==> src/hw/sdmbc_pkg.sv <==
// sdmbc_pkg: constants for the sdram mode, burst and command block
// assumes: used by sdmbc_top, which sizes sdmbc_fifo from it, and the verif files, referenced as sdmbc_pkg::name
package sdmbc_pkg;
   // =====================================================
   // widths
   localparam int ADDR_W    = 12;
   localparam int COL_W     = 9;
   localparam int BANK_W    = 2;
   localparam int NBANK     = 4;
   localparam int FIFO_W    = 14;
   localparam int FIFO_D    = 8;
   // =====================================================
   // mode register field positions
   localparam int BL_LSB    = 0;
   localparam int BT_POS    = 3;
   localparam int RL_LSB    = 4;
   localparam int OPM_LO    = 7;
   localparam int OPM_HI    = 8;
   localparam int WS_POS    = 9;
   localparam logic [11:0] MODE_RST = 12'h000;
   // =====================================================
   // field encodings
   localparam logic [2:0] BL_1    = 3'h0;
   localparam logic [2:0] BL_2    = 3'h1;
   localparam logic [2:0] BL_4    = 3'h2;
   localparam logic [2:0] BL_8    = 3'h3;
   localparam logic [2:0] BL_FULL = 3'h7;
   localparam logic [2:0] RL_2    = 3'h2;
   localparam logic [2:0] RL_3    = 3'h3;
   localparam logic       BT_SEQ  = 1'b0;
   localparam int         AP_POS  = 10;
   localparam logic [9:0] ROW_BEATS = 10'h200;
   // =====================================================
   // commands {cs_n, ras_n, cas_n, we_n}
   localparam logic [3:0] CMD_NOP   = 4'h7;
   localparam logic [3:0] CMD_ACT   = 4'h3;
   localparam logic [3:0] CMD_RD    = 4'h5;
   localparam logic [3:0] CMD_WR    = 4'h4;
   localparam logic [3:0] CMD_BST   = 4'h6;
   localparam logic [3:0] CMD_PRE   = 4'h2;
   localparam logic [3:0] CMD_LMR   = 4'h0;
   typedef enum logic [1:0] {
      SDMBC_IDLE  = 2'b00,
      SDMBC_READ  = 2'b01,
      SDMBC_WRITE = 2'b10
   } sdmbc_state_t;
endpackage

==> src/hw/sdmbc_top.sv <==
// sdmbc_top: sdram mode register, command decode and burst column sequencer
// assumes: controller drives command pins synchronous to clock_i; the
// beat stream drains through out_ready_i, and a full fifo stalls the burst
// Function
// - burst lengths 1,2,4,8 for both orders; full row only sequential
// - bursts 2/4/8 wrap inside aligned block chosen by upper column bits
// - full row burst starts at column, wraps 511 to 0 across 512 columns
// - one mode bit chooses sequential or interleaved order
// - sequential adds counter modulo length; interleaved xors counter in
// - length one uses column bits 0-8 directly, order bit ignored
// - read latency programmable as two or three cycles
// - data drive starts after edge n+m-1, data valid by edge n+m
// - write single bit set makes writes single-location, reads still burst
// - chip select high deselects; running operations continue
// - nop registers nothing and leaves running operations alone
// - load mode copies address bits 0-11 into the mode register
// - activate opens row from address in bank from bank inputs
// - mode field layout: length, order, latency, op mode, write single
// - commands decode from cs, ras, cas, we sampled together
// - read/write take column from bits 0-8, bit 10 requests auto precharge except in full row
`timescale 1ns/1ps
`default_nettype none
module sdmbc_top (
   input  wire logic        clock_i,
   input  wire logic        srst_i,
   input  wire logic        cs_n_i,
   input  wire logic        ras_n_i,
   input  wire logic        cas_n_i,
   input  wire logic        we_n_i,
   input  wire logic [1:0]  bank_i,
   input  wire logic [11:0] addr_i,
   input  wire logic        out_ready_i,
   output logic [11:0]      mode_o,
   output logic [3:0]       row_open_o,
   output logic [47:0]      open_rows_o,
   output logic             busy_o,
   output logic             dq_drive_o,
   output logic             dq_valid_o,
   output logic             auto_pre_o,
   output logic [13:0]      beat_o,
   output logic             beat_valid_o
);
   // =====================================================
   // command decode
   logic [3:0] cmd;
   logic       is_act, is_rd, is_wr, is_lmr, is_bst, is_pre;
   always_comb begin
      cmd    = {cs_n_i, ras_n_i, cas_n_i, we_n_i};
      // chip select high or nop falls to no case below
      is_act = (cmd == sdmbc_pkg::CMD_ACT);
      is_rd  = (cmd == sdmbc_pkg::CMD_RD);
      is_wr  = (cmd == sdmbc_pkg::CMD_WR);
      is_lmr = (cmd == sdmbc_pkg::CMD_LMR);
      is_bst = (cmd == sdmbc_pkg::CMD_BST);
      is_pre = (cmd == sdmbc_pkg::CMD_PRE);
   end
   // =====================================================
   // mode register and row tracking
   logic [11:0] mode_r, mode_nxt;
   logic [3:0]  open_r, open_nxt;
   logic [11:0] rows_r [4];
   logic [11:0] rows_nxt [4];
   always_comb begin
      mode_nxt = mode_r;
      if (is_lmr) begin
         mode_nxt = addr_i;
      end
   end
   genvar g;
   generate
      for (g = 0; g < sdmbc_pkg::NBANK; g++) begin : g_bank
         always_comb begin
            open_nxt[g] = open_r[g];
            rows_nxt[g] = rows_r[g];
            if (is_act && bank_i == 2'(g)) begin
               open_nxt[g] = 1'b1;
               rows_nxt[g] = addr_i;
            end else if (is_pre && (addr_i[sdmbc_pkg::AP_POS] || bank_i == 2'(g))) begin
               open_nxt[g] = 1'b0;
            end
         end
         always_ff @(posedge clock_i) begin
            if (srst_i) begin
               open_r[g] <= 1'b0;
               rows_r[g] <= 12'h000;
            end else begin
               open_r[g] <= open_nxt[g];
               rows_r[g] <= rows_nxt[g];
            end
         end
      end
   endgenerate
   always_ff @(posedge clock_i) begin
      if (srst_i) begin
         mode_r <= sdmbc_pkg::MODE_RST;
      end else begin
         mode_r <= mode_nxt;
      end
   end
   // =====================================================
   // mode field decode
   logic [2:0] bl_code, rl_code;
   logic       order_il;
   logic [8:0] len_mask;
   logic       full_row;
   always_comb begin
      bl_code  = mode_r[sdmbc_pkg::BL_LSB +: 3];
      rl_code  = mode_r[sdmbc_pkg::RL_LSB +: 3];
      order_il = (mode_r[sdmbc_pkg::BT_POS] != sdmbc_pkg::BT_SEQ);
      full_row = 1'b0;
      case (bl_code)
         sdmbc_pkg::BL_1:    len_mask = 9'h000;
         sdmbc_pkg::BL_2:    len_mask = 9'h001;
         sdmbc_pkg::BL_4:    len_mask = 9'h003;
         sdmbc_pkg::BL_8:    len_mask = 9'h007;
         sdmbc_pkg::BL_FULL: begin
            len_mask = 9'h1ff;
            full_row = 1'b1;
         end
         default:            len_mask = 9'h000;
      endcase
      // full row has no interleaved form; order bit ignored there
      if (full_row) begin
         order_il = 1'b0;
      end
   end
   // =====================================================
   // burst sequencer
   sdmbc_pkg::sdmbc_state_t st_r, st_nxt;
   logic [8:0]  start_r, start_nxt;
   logic [8:0]  cnt_r, cnt_nxt;
   logic [8:0]  mask_r, mask_nxt;
   logic        il_r, il_nxt;
   logic [9:0]  left_r, left_nxt;
   logic        ap_r, ap_nxt;
   logic [1:0]  lat_r, lat_nxt;
   logic [8:0]  col;
   logic        fifo_in_ready, beat_fire, burst_end;
   logic [1:0]  lat_of_mode;
   always_comb begin
      // first beat is produced in the cycle after the read edge plus m-2 wait cycles
      lat_of_mode = (rl_code == sdmbc_pkg::RL_3) ? 2'd1 : 2'd0;
      // in-block offset, block bits kept from start
      if (il_r) begin
         col = (start_r & ~mask_r) | ((start_r ^ cnt_r) & mask_r);
      end else begin
         col = (start_r & ~mask_r) | ((start_r + cnt_r) & mask_r);
      end
      beat_fire = (st_r != sdmbc_pkg::SDMBC_IDLE) && (lat_r == 2'd0) && fifo_in_ready;
      burst_end = beat_fire && (left_r == 10'h001);
      st_nxt    = st_r;
      start_nxt = start_r;
      cnt_nxt   = cnt_r;
      mask_nxt  = mask_r;
      il_nxt    = il_r;
      left_nxt  = left_r;
      ap_nxt    = ap_r;
      lat_nxt   = (lat_r != 2'd0) ? 2'(lat_r - 2'd1) : lat_r;
      if (beat_fire) begin
         cnt_nxt  = 9'(cnt_r + 9'h001);
         left_nxt = 10'(left_r - 10'h001);
      end
      if (burst_end || is_bst) begin
         st_nxt = sdmbc_pkg::SDMBC_IDLE;
      end
      if (is_rd || is_wr) begin
         st_nxt    = is_rd ? sdmbc_pkg::SDMBC_READ : sdmbc_pkg::SDMBC_WRITE;
         start_nxt = addr_i[8:0];
         cnt_nxt   = 9'h000;
         ap_nxt    = addr_i[sdmbc_pkg::AP_POS] && !full_row;
         lat_nxt   = is_rd ? lat_of_mode : 2'd0;
         if (is_wr && mode_r[sdmbc_pkg::WS_POS]) begin
            mask_nxt = 9'h000;
            il_nxt   = 1'b0;
            left_nxt = 10'h001;
         end else begin
            mask_nxt = len_mask;
            il_nxt   = order_il && (len_mask != 9'h000);
            left_nxt = full_row ? sdmbc_pkg::ROW_BEATS : 10'({1'b0, len_mask} + 10'h001);
         end
      end
   end
   always_ff @(posedge clock_i) begin
      if (srst_i) begin
         st_r    <= sdmbc_pkg::SDMBC_IDLE;
         start_r <= 9'h000;
         cnt_r   <= 9'h000;
         mask_r  <= 9'h000;
         il_r    <= 1'b0;
         left_r  <= 10'h000;
         ap_r    <= 1'b0;
         lat_r   <= 2'd0;
      end else begin
         st_r    <= st_nxt;
         start_r <= start_nxt;
         cnt_r   <= cnt_nxt;
         mask_r  <= mask_nxt;
         il_r    <= il_nxt;
         left_r  <= left_nxt;
         ap_r    <= ap_nxt;
         lat_r   <= lat_nxt;
      end
   end
   // =====================================================
   // beat fifo: a stalled drain holds the burst, which stretches latency
   logic [13:0] fifo_q;
   logic        fifo_v;
   sdmbc_fifo #(
      .WIDTH (sdmbc_pkg::FIFO_W),
      .DEPTH (sdmbc_pkg::FIFO_D)
   ) u_fifo (
      .clock_i     (clock_i),
      .srst_i      (srst_i),
      .in_data_i   ({st_r == sdmbc_pkg::SDMBC_WRITE, ap_r && (left_r == 10'h001),
                     burst_end, 2'b00, col}),
      .in_valid_i  (beat_fire),
      .in_ready_o  (fifo_in_ready),
      .out_data_o  (fifo_q),
      .out_valid_o (fifo_v),
      .out_ready_i (out_ready_i)
   );
   // =====================================================
   // registered outputs
   logic [47:0] rows_flat;
   always_comb begin
      for (int i = 0; i < sdmbc_pkg::NBANK; i++) begin
         rows_flat[i*12 +: 12] = rows_nxt[i];
      end
   end
   always_ff @(posedge clock_i) begin
      if (srst_i) begin
         mode_o       <= sdmbc_pkg::MODE_RST;
         row_open_o   <= 4'h0;
         open_rows_o  <= 48'h0;
         busy_o       <= 1'b0;
         dq_drive_o   <= 1'b0;
         dq_valid_o   <= 1'b0;
         auto_pre_o   <= 1'b0;
         beat_o       <= 14'h0;
         beat_valid_o <= 1'b0;
      end else begin
         mode_o       <= mode_nxt;
         row_open_o   <= open_nxt;
         open_rows_o  <= rows_flat;
         busy_o       <= (st_nxt != sdmbc_pkg::SDMBC_IDLE);
         dq_drive_o   <= (st_r == sdmbc_pkg::SDMBC_READ) && (lat_r == 2'd0);
         dq_valid_o   <= beat_fire && (st_r == sdmbc_pkg::SDMBC_READ);
         auto_pre_o   <= burst_end && ap_r;
         beat_o       <= fifo_q;
         beat_valid_o <= fifo_v && out_ready_i;
      end
   end
endmodule
`default_nettype wire

==> src/hw/sdmbc_fifo.sv <==
// sdmbc_fifo: synchronous fifo with valid/ready on both sides
// assumes: one clock, synchronous active-high reset
`timescale 1ns/1ps
`default_nettype none
module sdmbc_fifo #(
   parameter int WIDTH = 14,
   parameter int DEPTH = 8
) (
   input  wire logic             clock_i,
   input  wire logic             srst_i,
   input  wire logic [WIDTH-1:0] in_data_i,
   input  wire logic             in_valid_i,
   output logic                  in_ready_o,
   output logic      [WIDTH-1:0] out_data_o,
   output logic                  out_valid_o,
   input  wire logic             out_ready_i
);
   localparam int AW = $clog2(DEPTH);
   logic [WIDTH-1:0] mem_r [DEPTH];
   logic [AW-1:0]    wp_r, wp_nxt, rp_r, rp_nxt;
   logic [AW:0]      cnt_r, cnt_nxt;
   logic             push, pop;
   // =====================================================
   // pointers and count
   always_comb begin
      push    = in_valid_i && (cnt_r != AW'(0) + (AW+1)'(DEPTH));
      pop     = out_ready_i && (cnt_r != '0);
      wp_nxt  = push ? AW'(wp_r + 1'b1) : wp_r;
      rp_nxt  = pop ? AW'(rp_r + 1'b1) : rp_r;
      cnt_nxt = cnt_r + (AW+1)'(push) - (AW+1)'(pop);
   end
   always_ff @(posedge clock_i) begin
      if (srst_i) begin
         wp_r  <= '0;
         rp_r  <= '0;
         cnt_r <= '0;
      end else begin
         wp_r  <= wp_nxt;
         rp_r  <= rp_nxt;
         cnt_r <= cnt_nxt;
      end
   end
   always_ff @(posedge clock_i) begin
      if (push) begin
         mem_r[wp_r] <= in_data_i;
      end
   end
   assign in_ready_o  = (cnt_r != (AW+1)'(DEPTH));
   assign out_valid_o = (cnt_r != '0);
   assign out_data_o  = mem_r[rp_r];
endmodule
`default_nettype wire

==> config.mk <==
export PLATFORM = sky130hd
export DESIGN_NAME = sdmbc_top
export DESIGN_NICKNAME = d
export VERILOG_FILES = /design/src/hw/sdmbc_pkg.sv /design/src/hw/sdmbc_top.sv /design/src/hw/sdmbc_fifo.sv
export SDC_FILE = /design/constraint.sdc
export NUM_CORES = 1
export LEC_CHECK = 0
export BUFFER_PORTS_ARGS = -buffer_cell sky130_fd_sc_hd__buf_2
export CORE_MARGIN = 5
export CORE_UTILIZATION = 40
export DETAILED_ROUTE_END_ITERATION = 8
export PLACE_DENSITY = 0.62
export SLEW_MARGIN = 10
export SYNTH_ARGS = -nofsm -noshare
export SYNTH_HDL_FRONTEND = slang
export SYNTH_HIERARCHICAL = 1
export SYNTH_SLANG_ARGS = --single-unit
==> constraint.sdc <==
create_clock -name clock_i -period 4.52 [get_ports clock_i]
set_input_delay 1.356 -clock clock_i [delete_from_list [all_inputs] [get_ports clock_i]]
set_output_delay 1.356 -clock clock_i [all_outputs]
set_load 0.02 [all_outputs]
==> results of run 1 <==
## stage by stage
stage          setup WS, ps  cells  hold slack (ps)  power [W]  utilization (%)
2_1_floorplan          1210    864              427    0.00313                -
3_3_place_gp           1210   1267              437    0.00330             44.1
6_report               1500   1315              453    0.00548             47.8
3_5_place_dp           1140   1267              444    0.00332             44.1
5_1_grt                1250   1315              468    0.00574             47.8
4_1_cts                1430   1315              453    0.00555             47.8
## power by group through the flow
stage / combinational (W) / sequential [W] / clock (W)
floorplan: 0.000545 / 0.00258 / 0
global placement: 0.000739 / 0.00257 / 0
detailed placement: 0.000752 / 0.00257 / 0
CTS: 0.000757 / 0.00252 / 0.00227
global route: 0.000831 / 0.00253 / 0.00238
finish: 0.000746 / 0.00252 / 0.00222
## worst max-delay path by stage
stage / endpoint / slack [ps] / cells after the start
3_5_place_dp: open_rows_o[6] / 1140 / 6
4_1_cts: u_fifo/mem_r[1][0] / 1430 / 7
5_1_grt: u_fifo/cnt_r[2] / 1250 / 11
2_1_floorplan: u_fifo/mem_r[0][0] / 1210 / 9
6_report: u_fifo/cnt_r[2] / 1500 / 11
3_3_place_gp: open_rows_o[35] / 1210 / 6
## cell usage in the layout (no fill, tap or decap), types with 3 or more instances in the layout
| cell type | netlist | final |
|---|---|---|
| a211oi_1 | 3 | 3 |
| a21oi_1 | 85 | 85 |
| a31oi_1 | 4 | 4 |
| and3_1 | 3 | 3 |
| buf_2 | 7 | 102 |
| buf_4 | 0 | 12 |
| bufinv_16 | 0 | 4 |
| clkbuf_1 | 30 | 3 |
| clkbuf_16 | 0 | 27 |
| clkbuf_8 | 0 | 3 |
| clkinv_2 | 0 | 6 |
| clkinvlp_4 | 0 | 3 |
| conb_1 | 1 | 16 |
| dfxtp_1 | 134 | 134 |
| edfxtp_1 | 112 | 112 |
| ha_1 | 22 | 22 |
| inv_1 | 20 | 20 |
| mux2_2 | 19 | 19 |
| mux2i_1 | 28 | 28 |
| mux4_1 | 25 | 25 |
| mux4_2 | 3 | 3 |
| nand2_1 | 113 | 113 |
| nand2b_1 | 13 | 13 |
| nand3_1 | 19 | 19 |
| nand4_1 | 4 | 4 |
| nor2_1 | 84 | 84 |
| nor2b_1 | 22 | 22 |
| nor3_1 | 10 | 6 |
| nor3_4 | 1 | 3 |
| nor3b_1 | 3 | 3 |
| nor4_1 | 5 | 4 |
| o21ai_0 | 15 | 15 |
| or3_1 | 6 | 6 |
| xnor2_1 | 8 | 8 |
| xor2_1 | 10 | 10 |
## sequential cells by signal (all words and copies together) (netlist names), 2 cells and up, named ones only
signal	flops
open_rows_o	47
beat_o	14
lat_r	2
st_r	2
u_fifo/rp_r	3
u_fifo/cnt_r	4
cnt_r	9
mode_o	12
u_fifo/mem_r	112
u_fifo/wp_r	3
left_r	10
row_open_o	3
start_r	9
mask_r	4
## critical path, delay by kind of cell, from the launching register on
family,cells,cell delay [ps]
AND/OR/NAND/NOR,3,700
AO/OA/AOI/OAI,1,230
XOR/XNOR,2,380
flip-flops,1,300
adder cells (fa/ha/maj),3,800
buffers and inverters,2,470
## final cells by class
| cell class | instances | area, um2 | share of cell area, % |
|---|---|---|---|
| flip-flops and latches | 246 | 6050 | 50.6 |
| well taps | 330 | 413 | 3.45 |
| clock inverters | 15 | 185 | 1.55 |
| inverters | 20 | 75.1 | 0.628 |
| multi-input cells | 556 | 3890 | 32.5 |
| clock buffers | 33 | 728 | 6.09 |
| repair buffers | 115 | 621 | 5.19 |
## metal layers
| metal | vias to the layer above | wire (um) |
|---|---|---|
| met1 | 3166 | 9770 |
| met4 | 0 | 711 |
| li1 | 3264 | - |
| met5 | - | 0 |
| met3 | 36 | 1690 |
| met2 | 167 | 9790 |
## logic make-up after synthesis
logic type / share of synthesized area (%)
AOI/OAI and AO/OA: 6.86
xor gates and xnor gates: 1.56
adders and majority gates: 3.12
buffers and inverters: 2.69
DFF: 59.8
muxes: 12.1
other: 0.0371
and+or+nand+nor: 13.9
==> metrics, run 1 <==
outcome finished, final reports clean; fin. max-slew vios 0; clock transition at the registers of the reported paths about 60 ps; Root Driver clkbuf_16; register area share after synthesis 59.8%; flops & latches, synth 246; Tcrit/Tclk final 66.8%; Residual DRC 0; Worst Tran Pin Value 865 ps; cell with the largest stage delay on the worst path inv_1; crit-path max cell delay 410 ps; Layout fillers around 2,200; CTS tree done; H-tree levels 1; busiest layer in global routing met2; Worst VDD drop 0.325 mV; Syn Area/Cell 11.9 um2; later-pin clock latency in the skew report 520 ps; most frequent cells after synthesis 134 x dfxtp_1, 113 x nand2_1, 112 x edfxtp_1, 85 x a21oi_1, 84 x nor2_1; Worst setup startpoint u_fifo/cnt_r[2]; overflow left after global routing 0; dominant cells by area after synthesis edfxtp_1 33%, dfxtp_1 27%, mux4_1 6.5%, a21oi_1 4.2%, nand2_1 4.2%; classification of the worst-slack hold path reg2reg; critical setup path kind reg2reg; postcts setup bufs 0; GRT met2 Usage a little under a quarter; initial antenna violation count 0; grt met3 use 4.86%; share of cells above drive strength 1 19.8%; top-area cell type share of the netlist area 33.3%; GRT met1 Usage 20.5%; DRT antenna net count 0; Yosys cell types 55; sw frac 24.3%; Post-synth ARST share 0%; Top Ports 104; First DRT Iteration DRCs 389; wire per inst approximately 17 um; CTS Buffer Depth 3; Hold Startpoint mode_o[11]; maximum fanout along the worst path 15; sequential power share 45.9%; setup TNS 0 ps; Final Hold Vio Count 0; vias in the first global route 6,454; post-synthesis cell count 849; die footprint 28,600 um2; core area around 25,000 um2; cells along the critical path inv_1, ha_1, or3b_1, o211ai_2, inv_1, nand2_1, xnor2_1, ha_1, fa_1, xnor2_1, nor2_1; drt pass-1 iters 4; Via-to-Cell Ratio approximately 5; Worst R2R Start u_fifo/cnt_r[2]; fmax 331 MHz; post-CTS sizing 0; Pwr per Cell Area 458 nW/um2; Rows 58; crit path capture type flop; nets 1,010; hpwl dp ~14,000 um; total global-route track usage between 10% and 20%; clock period minus worst slack just over 3000 ps; CP required 4910 ps; Max Clock Skew 11.1 ps; worst path arrival time 3400 ps; Clock power frac between 40% and 50%; final wirelength 22,000 um; initial core utilization between 40% and 50%; hold buffers post-CTS 0; ANT cells 0; Synth Flop Type dfxtp_1; placed cell area 11,000 um2; largest net degree at the start of global routing 106; leading cell type by number of instances after synthesis dfxtp_1; RSZ-0062 raised after global routing false; Post-synth EDFFs 112; synthesis-to-finish area growth 18.3%; Port Buf Inserts 103; area leader, netlist edfxtp_1; Final Wtd Congestion 0.831; endpoints failing setup 0; R2R Setup Slk 1500 ps; Num CTS Buffers 26; Critical R2R Capture u_fifo/cnt_r[2]; Max Cap Viol 0; Leakage 4.56 nW; type of origin of the critical path flop; Internal Pwr Total 0.00415 W; Die Wd 169 um; via count 6,633; Comb pwr share 13.6%; finished layout cell area 12,000 um2; first-pass GRT wire length roughly 35,000 um; die height 169 um; worst hold stages 2; NetSw approximately 0.0013 W; Rel. slew slack 42.1%; Yosys Warn Count 6; Mapped Area 10,100 um2; WHS Endpoint mode_o[11]; Worst Reg2Reg Path Length in Cells 11; Sink Count 246
Note: power is estimated with default switching activity, not from simulation.
==> run 2: changes to the inputs <==
--- a/config.mk
+++ b/config.mk
@@ -5,6 +5,7 @@
 export SDC_FILE = /design/constraint.sdc
 export NUM_CORES = 1
 export LEC_CHECK = 0
+export ABC_AREA = 1
 export BUFFER_PORTS_ARGS = -buffer_cell sky130_fd_sc_hd__buf_2
 export CORE_MARGIN = 5
 export CORE_UTILIZATION = 40
==> constraint.sdc (replaced) <==
create_clock -name clock_i -period 2.8 [get_ports clock_i]
set_input_delay 0.84 -clock clock_i [delete_from_list [all_inputs] [get_ports clock_i]]
set_output_delay 0.84 -clock clock_i [all_outputs]
set_load 0.02 [all_outputs]
==> run 2 against run 1 <==
Largest cell class unchanged. Sequential share of layout area is 2.6 points lower. Routed wire length is 17% higher. Sequential cell count stayed put.
==> metrics, run 2 <==
Leakage 5.64 nW (was 4.56 nW); Tcrit/Tclk final 89.6% (was 66.8%); DRT antenna net count 0 (unchanged); Rel. slew slack 25.8% (was 42.1%); Post-synth EDFFs 112 (unchanged); sequential power share 43.6% (was 45.9%); Total Power 0.00916 W (was 0.00548 W); max reg flops 112 (unchanged); Clock power frac 39.1% (was 40.4%); Core Util, Final 47.1% (was 47.8%); critical setup path kind reg2reg (unchanged); cell with the largest stage delay on the worst path fa_1 (was inv_1); first-pass GRT wire length 41,400 um (was 35,300 um); initial antenna violation count 0 (unchanged); Num CTS Buffers 27 (was 26); total global-route track usage 16.5% (was 15.2%); Synth Flop Type dfxtp_1 (unchanged); postcts setup bufs 0 (unchanged); Yosys cell types 42 (was 55); ANT cells 0 (unchanged); largest registers u_fifo/mem_r x112, open_rows_o x47, beat_o x14 (unchanged); post-CTS sizing 0 (unchanged); post-synthesis cell count 1,271 (was 849); fin. max-slew vios 0 (unchanged); NetSw 0.00255 W (was 0.00133 W); leading cell type by number of instances after synthesis nand2_1 (was dfxtp_1); Port Buf Inserts 103 (unchanged); Pwr per Cell Area 727 nW/um2 (was 458 nW/um2); H-tree levels 1 (unchanged); Max Cap Viol 0 (unchanged); worst path arrival time 2900 ps (was 3400 ps); R2R Setup Slk 290 ps (was 1500 ps); initial core utilization 40.2% (was 40.4%); Top Ports 104 (unchanged); top-area cell type share of the netlist area 31.3% (was 33.3%); Die Wd 174 um (was 169 um); CTS tree done (unchanged); Syn Area/Cell 8.45 um2 (was 11.9 um2); CP required 3200 ps (was 4910 ps); vias in the first global route 7,915 (was 6,454); later-pin clock latency in the skew report 520 ps (about the same); Post-synth ARST share 0% (unchanged); largest family of logic cells by synthesized area simple AND/OR/NAND/NOR gates (unchanged); die height 174 um (was 169 um); Residual DRC 0 (unchanged); fmax 399 MHz (was 331 MHz); final wirelength 25,700 um (was 22,000 um); share of cells above drive strength 1 14.1% (was 19.8%); CTS Buffer Depth 3 (unchanged); Root Driver clkbuf_16 (unchanged); Internal Pwr Total 0.00661 W (was 0.00415 W); endpoints failing setup 0 (unchanged); sw frac 27.8% (was 24.3%); drt pass-1 iters 5 (was 4); Sink Count 246 (unchanged); most frequent cells after synthesis 367 x nand2_1, 168 x inv_1, 134 x dfxtp_1, 121 x nand3_1, 112 x edfxtp_1 (was 134 x dfxtp_1, 113 x nand2_1, 112 x edfxtp_1, 85 x a21oi_1, 84 x nor2_1); wire per inst 14.7 um (was 16.7 um); die footprint 30,200 um2 (was 28,600 um2); Max Clock Skew 10.2 ps (was 11.1 ps); Synth Area in Simple Gates 23.7% (was 13.9%); busiest layer in global routing met2 (unchanged); outcome finished, final reports clean (unchanged); nets 1,437 (was 1,010); largest net degree at the start of global routing 83 (was 106); Yosys Warn Count 6 (unchanged); area leader, netlist edfxtp_1 (unchanged); Via-to-Cell Ratio 4.81 (was 5.04); Rows 60 (was 58); hpwl dp 16,300 um (was 14,500 um); clock transition at the registers of the reported paths 60 ps (about the same); First DRT Iteration DRCs 523 (was 389); Mapped Area 10,700 um2 (was 10,100 um2); adder-cell share of the synthesized area 2.93% (was 3.12%); placed cell area 11,700 um2 (was 11,000 um2); Comb pwr share 17.2% (was 13.6%); most common cell after layout, fill and taps aside nand2_1 (was dfxtp_1); Layout fillers 2,567 (was 2,246); Final Hold Vio Count 0 (unchanged); GRT met2 Usage 27.7% (was 23.7%); crit path capture type flop (unchanged); Final Wtd Congestion 0.831 (unchanged); clock period minus worst slack 2510 ps (was 3020 ps); setup TNS 0 ps (unchanged); finished layout cell area 12,600 um2 (was 12,000 um2); Worst VDD drop 0.378 mV (was 0.325 mV); xor and xnor area share after synthesis 0.652% (was 1.56%); grt met3 use 3.78% (was 4.86%); overflow left after global routing 0 (unchanged); classification of the worst-slack hold path reg2reg (unchanged); GRT met1 Usage 22.2% (was 20.5%); dominant cells by area after synthesis edfxtp_1 31%, dfxtp_1 25%, nand2_1 13%, inv_1 5.9%, nand3_1 5.6% (was edfxtp_1 33%, dfxtp_1 27%, mux4_1 6.5%, a21oi_1 4.2%, nand2_1 4.2%); commonest non-fill, non-tap cells in the layout 367 x nand2_1, 168 x inv_1, 133 x dfxtp_1 (was 134 x dfxtp_1, 113 x nand2_1, 112 x edfxtp_1); type of origin of the critical path flop (unchanged); via count 8,432 (was 6,633); cells along the critical path inv_1, ha_1, nand2_2, nand2_2, nor2_8, nand2_1, nand3_1, nand2_1, ha_1, fa_1, xnor2_1, nor2_1 (was inv_1, ha_1, or3b_1, o211ai_2, inv_1, nand2_1, xnor2_1, ha_1, fa_1, xnor2_1, nor2_1); synthesis-to-finish area growth 17.2% (was 18.3%); RSZ-0062 raised after global routing false (unchanged); Biggest register u_fifo/mem_r (unchanged); maximum fanout along the worst path 15 (unchanged); Hold Worst Slack 458 ps (was 453 ps); Worst Tran Pin Value 1100 ps (was 865 ps); flops & latches, synth 246 (unchanged); core area 26,700 um2 (was 25,000 um2); share of synthesized area spent on multiplexers 0% (was 12.1%); complex-gate fraction of the synthesized area 7.46% (was 6.86%); hold buffers post-CTS 0 (unchanged); crit-path max cell delay 390 ps (was 410 ps); register area share after synthesis 56.3% (was 59.8%)
## run 2: through the flow
| step | setup slack, ps | instances |
|---|---|---|
| after global routing | 103 | 1753 |
| final | 292 | 1753 |
| after detailed placement | 291 | 1704 |
| after global placement | 360 | 1704 |
| after floorplan | 240 | 1286 |
| after CTS | 271 | 1753 |
## run 2: power groups by stage
| stage | combinational (W) | sequential [W] | clock, W |
|---|---|---|---|
| 4_1_cts | 0.00159 | 0.00399 | 0.00367 |
| 6_report | 0.00158 | 0.00399 | 0.00358 |
| 2_1_floorplan | 0.00115 | 0.00414 | 0 |
| 3_3_place_gp | 0.00156 | 0.00407 | 0 |
| 5_1_grt | 0.00182 | 0.00401 | 0.00383 |
| 3_5_place_dp | 0.00159 | 0.00407 | 0 |
## run 2: cell families after synthesis
group	after synthesis
other cells	1
flops	246
xor+xnor	8
fa+ha+maj	24
simple gates	606
buf+inv	230
compound gates	156
## run 2: cell type report
cell class | count | area [um2] | share of cell area, %
clock buffer | 41 | 820 | 6.51
multi-input combinational | 810 | 3820 | 30.3
sequential | 246 | 6050 | 48.0
tap | 341 | 427 | 3.39
timing repair buffer | 129 | 723 | 5.74
inverter | 178 | 668 | 5.30
clock inverter | 8 | 93.8 | 0.745
## run 2: layer usage
metal / vias up / share of wire [%]
met2: 196 / 47
met3: 35 / 6.1
met4: 0 / 1.7
met5: - / 0
li1: 4304 / -
met1: 3897 / 45
## run 2: path summary, 6_finish.rpt
check	start	endpoint	cells past startpoint
worst min register to register	open_rows_o[21]	open_rows_o[21]	2
worst max-delay path	u_fifo/cnt_r[2]	u_fifo/cnt_r[2]	12
worst max register to register	u_fifo/cnt_r[2]	u_fifo/cnt_r[2]	12
worst min-delay path	open_rows_o[21]	open_rows_o[21]	2
## run 2: worst max-delay path, delay by kind of cell (launching register included)
kind | cells | cell delay [ps]
simple gates | 7 | 1050
flops | 1 | 310
buf+inv | 1 | 60
xor+xnor | 1 | 160
fa+ha+maj | 3 | 800
==> run 3: changes to the inputs <==
--- a/config.mk
+++ b/config.mk
@@ -10,7 +10,8 @@
 export CORE_MARGIN = 5
 export CORE_UTILIZATION = 40
 export DETAILED_ROUTE_END_ITERATION = 8
-export PLACE_DENSITY = 0.62
+export PLACE_DENSITY = 0.64
+export SETUP_SLACK_MARGIN = 0.02
 export SLEW_MARGIN = 10
 export SYNTH_ARGS = -nofsm -noshare
 export SYNTH_HDL_FRONTEND = slang
==> constraint.sdc (replaced) <==
create_clock -name clock_i -period 2.2 [get_ports clock_i]
set_input_delay 0.66 -clock clock_i [delete_from_list [all_inputs] [get_ports clock_i]]
set_output_delay 0.66 -clock clock_i [all_outputs]
set_load 0.02 [all_outputs]
==> run 3 against run 2 <==
Worst setup slack lost 130 ps. Worst hold slack lost 15 ps. Utilization grew 0.21 points. Clock skew grew 3.5 ps. Sequential share of layout area shrank 0.21 points. Highest routed layer unchanged. Largest cell class unchanged. Critical path type unchanged. First-iteration DRC count shrank 17%. Non-clock buffer count grew 9. Register-to-register slack lost 130 ps. Sequential cell count is the same. Combinational power grew 29%.
==> metrics, run 3 (synthesis results as in run 2) <==
CTS tree done (unchanged); Via-to-Cell Ratio 4.76 (was 4.81); clock transition at the registers of the reported paths 60 ps (about the same); Tcrit/Tclk final 92.4% (was 89.6%); first-pass GRT wire length 41,300 um (was 41,400 um); largest net degree at the start of global routing 59 (was 83); Pwr per Cell Area 904 nW/um2 (was 727 nW/um2); die height 174 um (unchanged); largest registers u_fifo/mem_r x112, open_rows_o x47, beat_o x14 (unchanged); Leakage 5.66 nW (was 5.64 nW); crit path capture type flop (unchanged); Die Wd 174 um (unchanged); Max Clock Skew 13.7 ps (was 10.2 ps); endpoints failing setup 0 (unchanged); Rows 60 (unchanged); type of origin of the critical path flop (unchanged); CP required 2610 ps (was 3200 ps); core area 26,700 um2 (unchanged); vias in the first global route 8,041 (was 7,915); commonest non-fill, non-tap cells in the layout 367 x nand2_1, 168 x inv_1, 133 x dfxtp_1 (unchanged); classification of the worst-slack hold path in2reg (was reg2reg); total global-route track usage 16.4% (was 16.5%); nets 1,446 (was 1,437); Residual DRC 0 (unchanged); share of cells above drive strength 1 14.7% (was 14.1%); Biggest register u_fifo/mem_r (unchanged); Worst VDD drop 0.488 mV (was 0.378 mV); initial core utilization 40.2% (unchanged); setup TNS 0 ps (unchanged); outcome finished, final reports clean (unchanged); Final Wtd Congestion 0.834 (was 0.831); final wirelength 25,300 um (was 25,700 um); Num CTS Buffers 27 (unchanged); Worst Tran Pin Value 775 ps (was 1100 ps); initial antenna violation count 0 (unchanged); overflow left after global routing 0 (unchanged); clock period minus worst slack 2030 ps (was 2510 ps); drt pass-1 iters 4 (was 5); Root Driver clkbuf_16 (unchanged); critical setup path kind reg2reg (unchanged); most common cell after layout, fill and taps aside nand2_1 (unchanged); H-tree levels 1 (unchanged); DRT antenna net count 0 (unchanged); Sink Count 246 (unchanged); later-pin clock latency in the skew report 530 ps (was 520 ps); Final Hold Vio Count 0 (unchanged); Core Util, Final 47.3% (was 47.1%); hpwl dp 16,800 um (was 16,300 um); setup ws final 167 ps (was 292 ps); final cell count without fillers 1,758 (was 1,753); pre-CTS WS -42.1 ps (was 291 ps); Top Ports 104 (unchanged); Total Power 0.0114 W (was 0.00916 W); fin. max-slew vios 0 (unchanged); Max Cap Viol 0 (unchanged); die footprint 30,200 um2 (unchanged); worst path arrival time 2450 ps (was 2900 ps); CTS Buffer Depth 3 (unchanged); fmax 492 MHz (was 399 MHz); First DRT Iteration DRCs 436 (was 523); via count 8,361 (was 8,432); RSZ-0062 raised after global routing false (unchanged); wire per inst 14.4 um (was 14.7 um); max reg flops 112 (unchanged); Port Buf Inserts 103 (unchanged); maximum fanout along the worst path 3 (was 15); synthesis-to-finish area growth 17.8% (was 17.2%); ANT cells 0 (unchanged); Rel. slew slack 47.8% (was 25.8%); # placed instances 1,713 (was 1,704)
-- run 3: cell types whose count changed in the layout (fill, tap and decap cells not counted), moves of 2 or more --
cell / previous run / this run
buf_12: 1 / 4
buf_4: 25 / 31
clkbuf_8: 7 / 5
clkinv_1: 3 / 1
o21ai_0: 50 / 47
o21ai_1: 0 / 2
-- run 3: final timing paths --
| path | from | endpoint | slack (ps) | cells after the start |
|---|---|---|---|---|
| setup / recovery | u_fifo/cnt_r[2] | u_fifo/cnt_r[2] | 170 | 12 |
| hold / removal | out_ready_i | beat_valid_o | 440 | 3 |
| setup reg to reg | u_fifo/cnt_r[2] | u_fifo/cnt_r[2] | 170 | 12 |
| hold reg to reg | open_rows_o[32] | open_rows_o[32] | 460 | 2 |
-- run 3: power breakdown --
part	total, W	switching [W]	internal [W]
clock network	0.00431	0.00172	0.00259
registers	0.00509	0.000107	0.00498
logic	0.00204	0.00137	0.000668
-- run 3: critical path: stages, from the launching register on --
cell and delay [ps]:
dfxtp_1 320, inv_1 70, ha_1 210, nand2_2 80, nand2_2 90, nor2_8 100
nand2_1 80, nand3_2 100, nand2_1 60, ha_1 210, fa_1 390, xnor2_1 160
nor2_1 50
-- run 3: final cells by class --
cell class	count	area, um2
fill	2589	14100
sequential	246	6050
multi-input combinational	810	3830
timing repair buffer	138	828
clock buffer	40	796
inverter	178	668
tap	341	427
clock inverter	5	53.8
-- run 3: what timing repair did --
action	CTS	global route
endpoints found under the setup margin	10	25
pin swaps	0	1
setup buffers	0	0
resized for setup	2	4
hold buffers	0	0
-- run 3: routing by layer --
metal / global-route usage [%] / vias to the layer above / share of wire (%)
li1: - / 4318 / -
met1: 21.8 / 3831 / 46
met2: 27.2 / 182 / 46
met3: 4.61 / 30 / 6.9
met4: 2.90 / 0 / 1.5
met5: 0 / - / 0
-- run 3: metrics by stage --
| step | instance area [um2] | hold slack (ps) |
|---|---|---|
| global placement | 11800 | 446 |
| CTS | 12600 | 410 |
| detailed placement | 11800 | 451 |
| global route | 12700 | 439 |
| finish | 12700 | 443 |
| floorplan | 10800 | 436 |
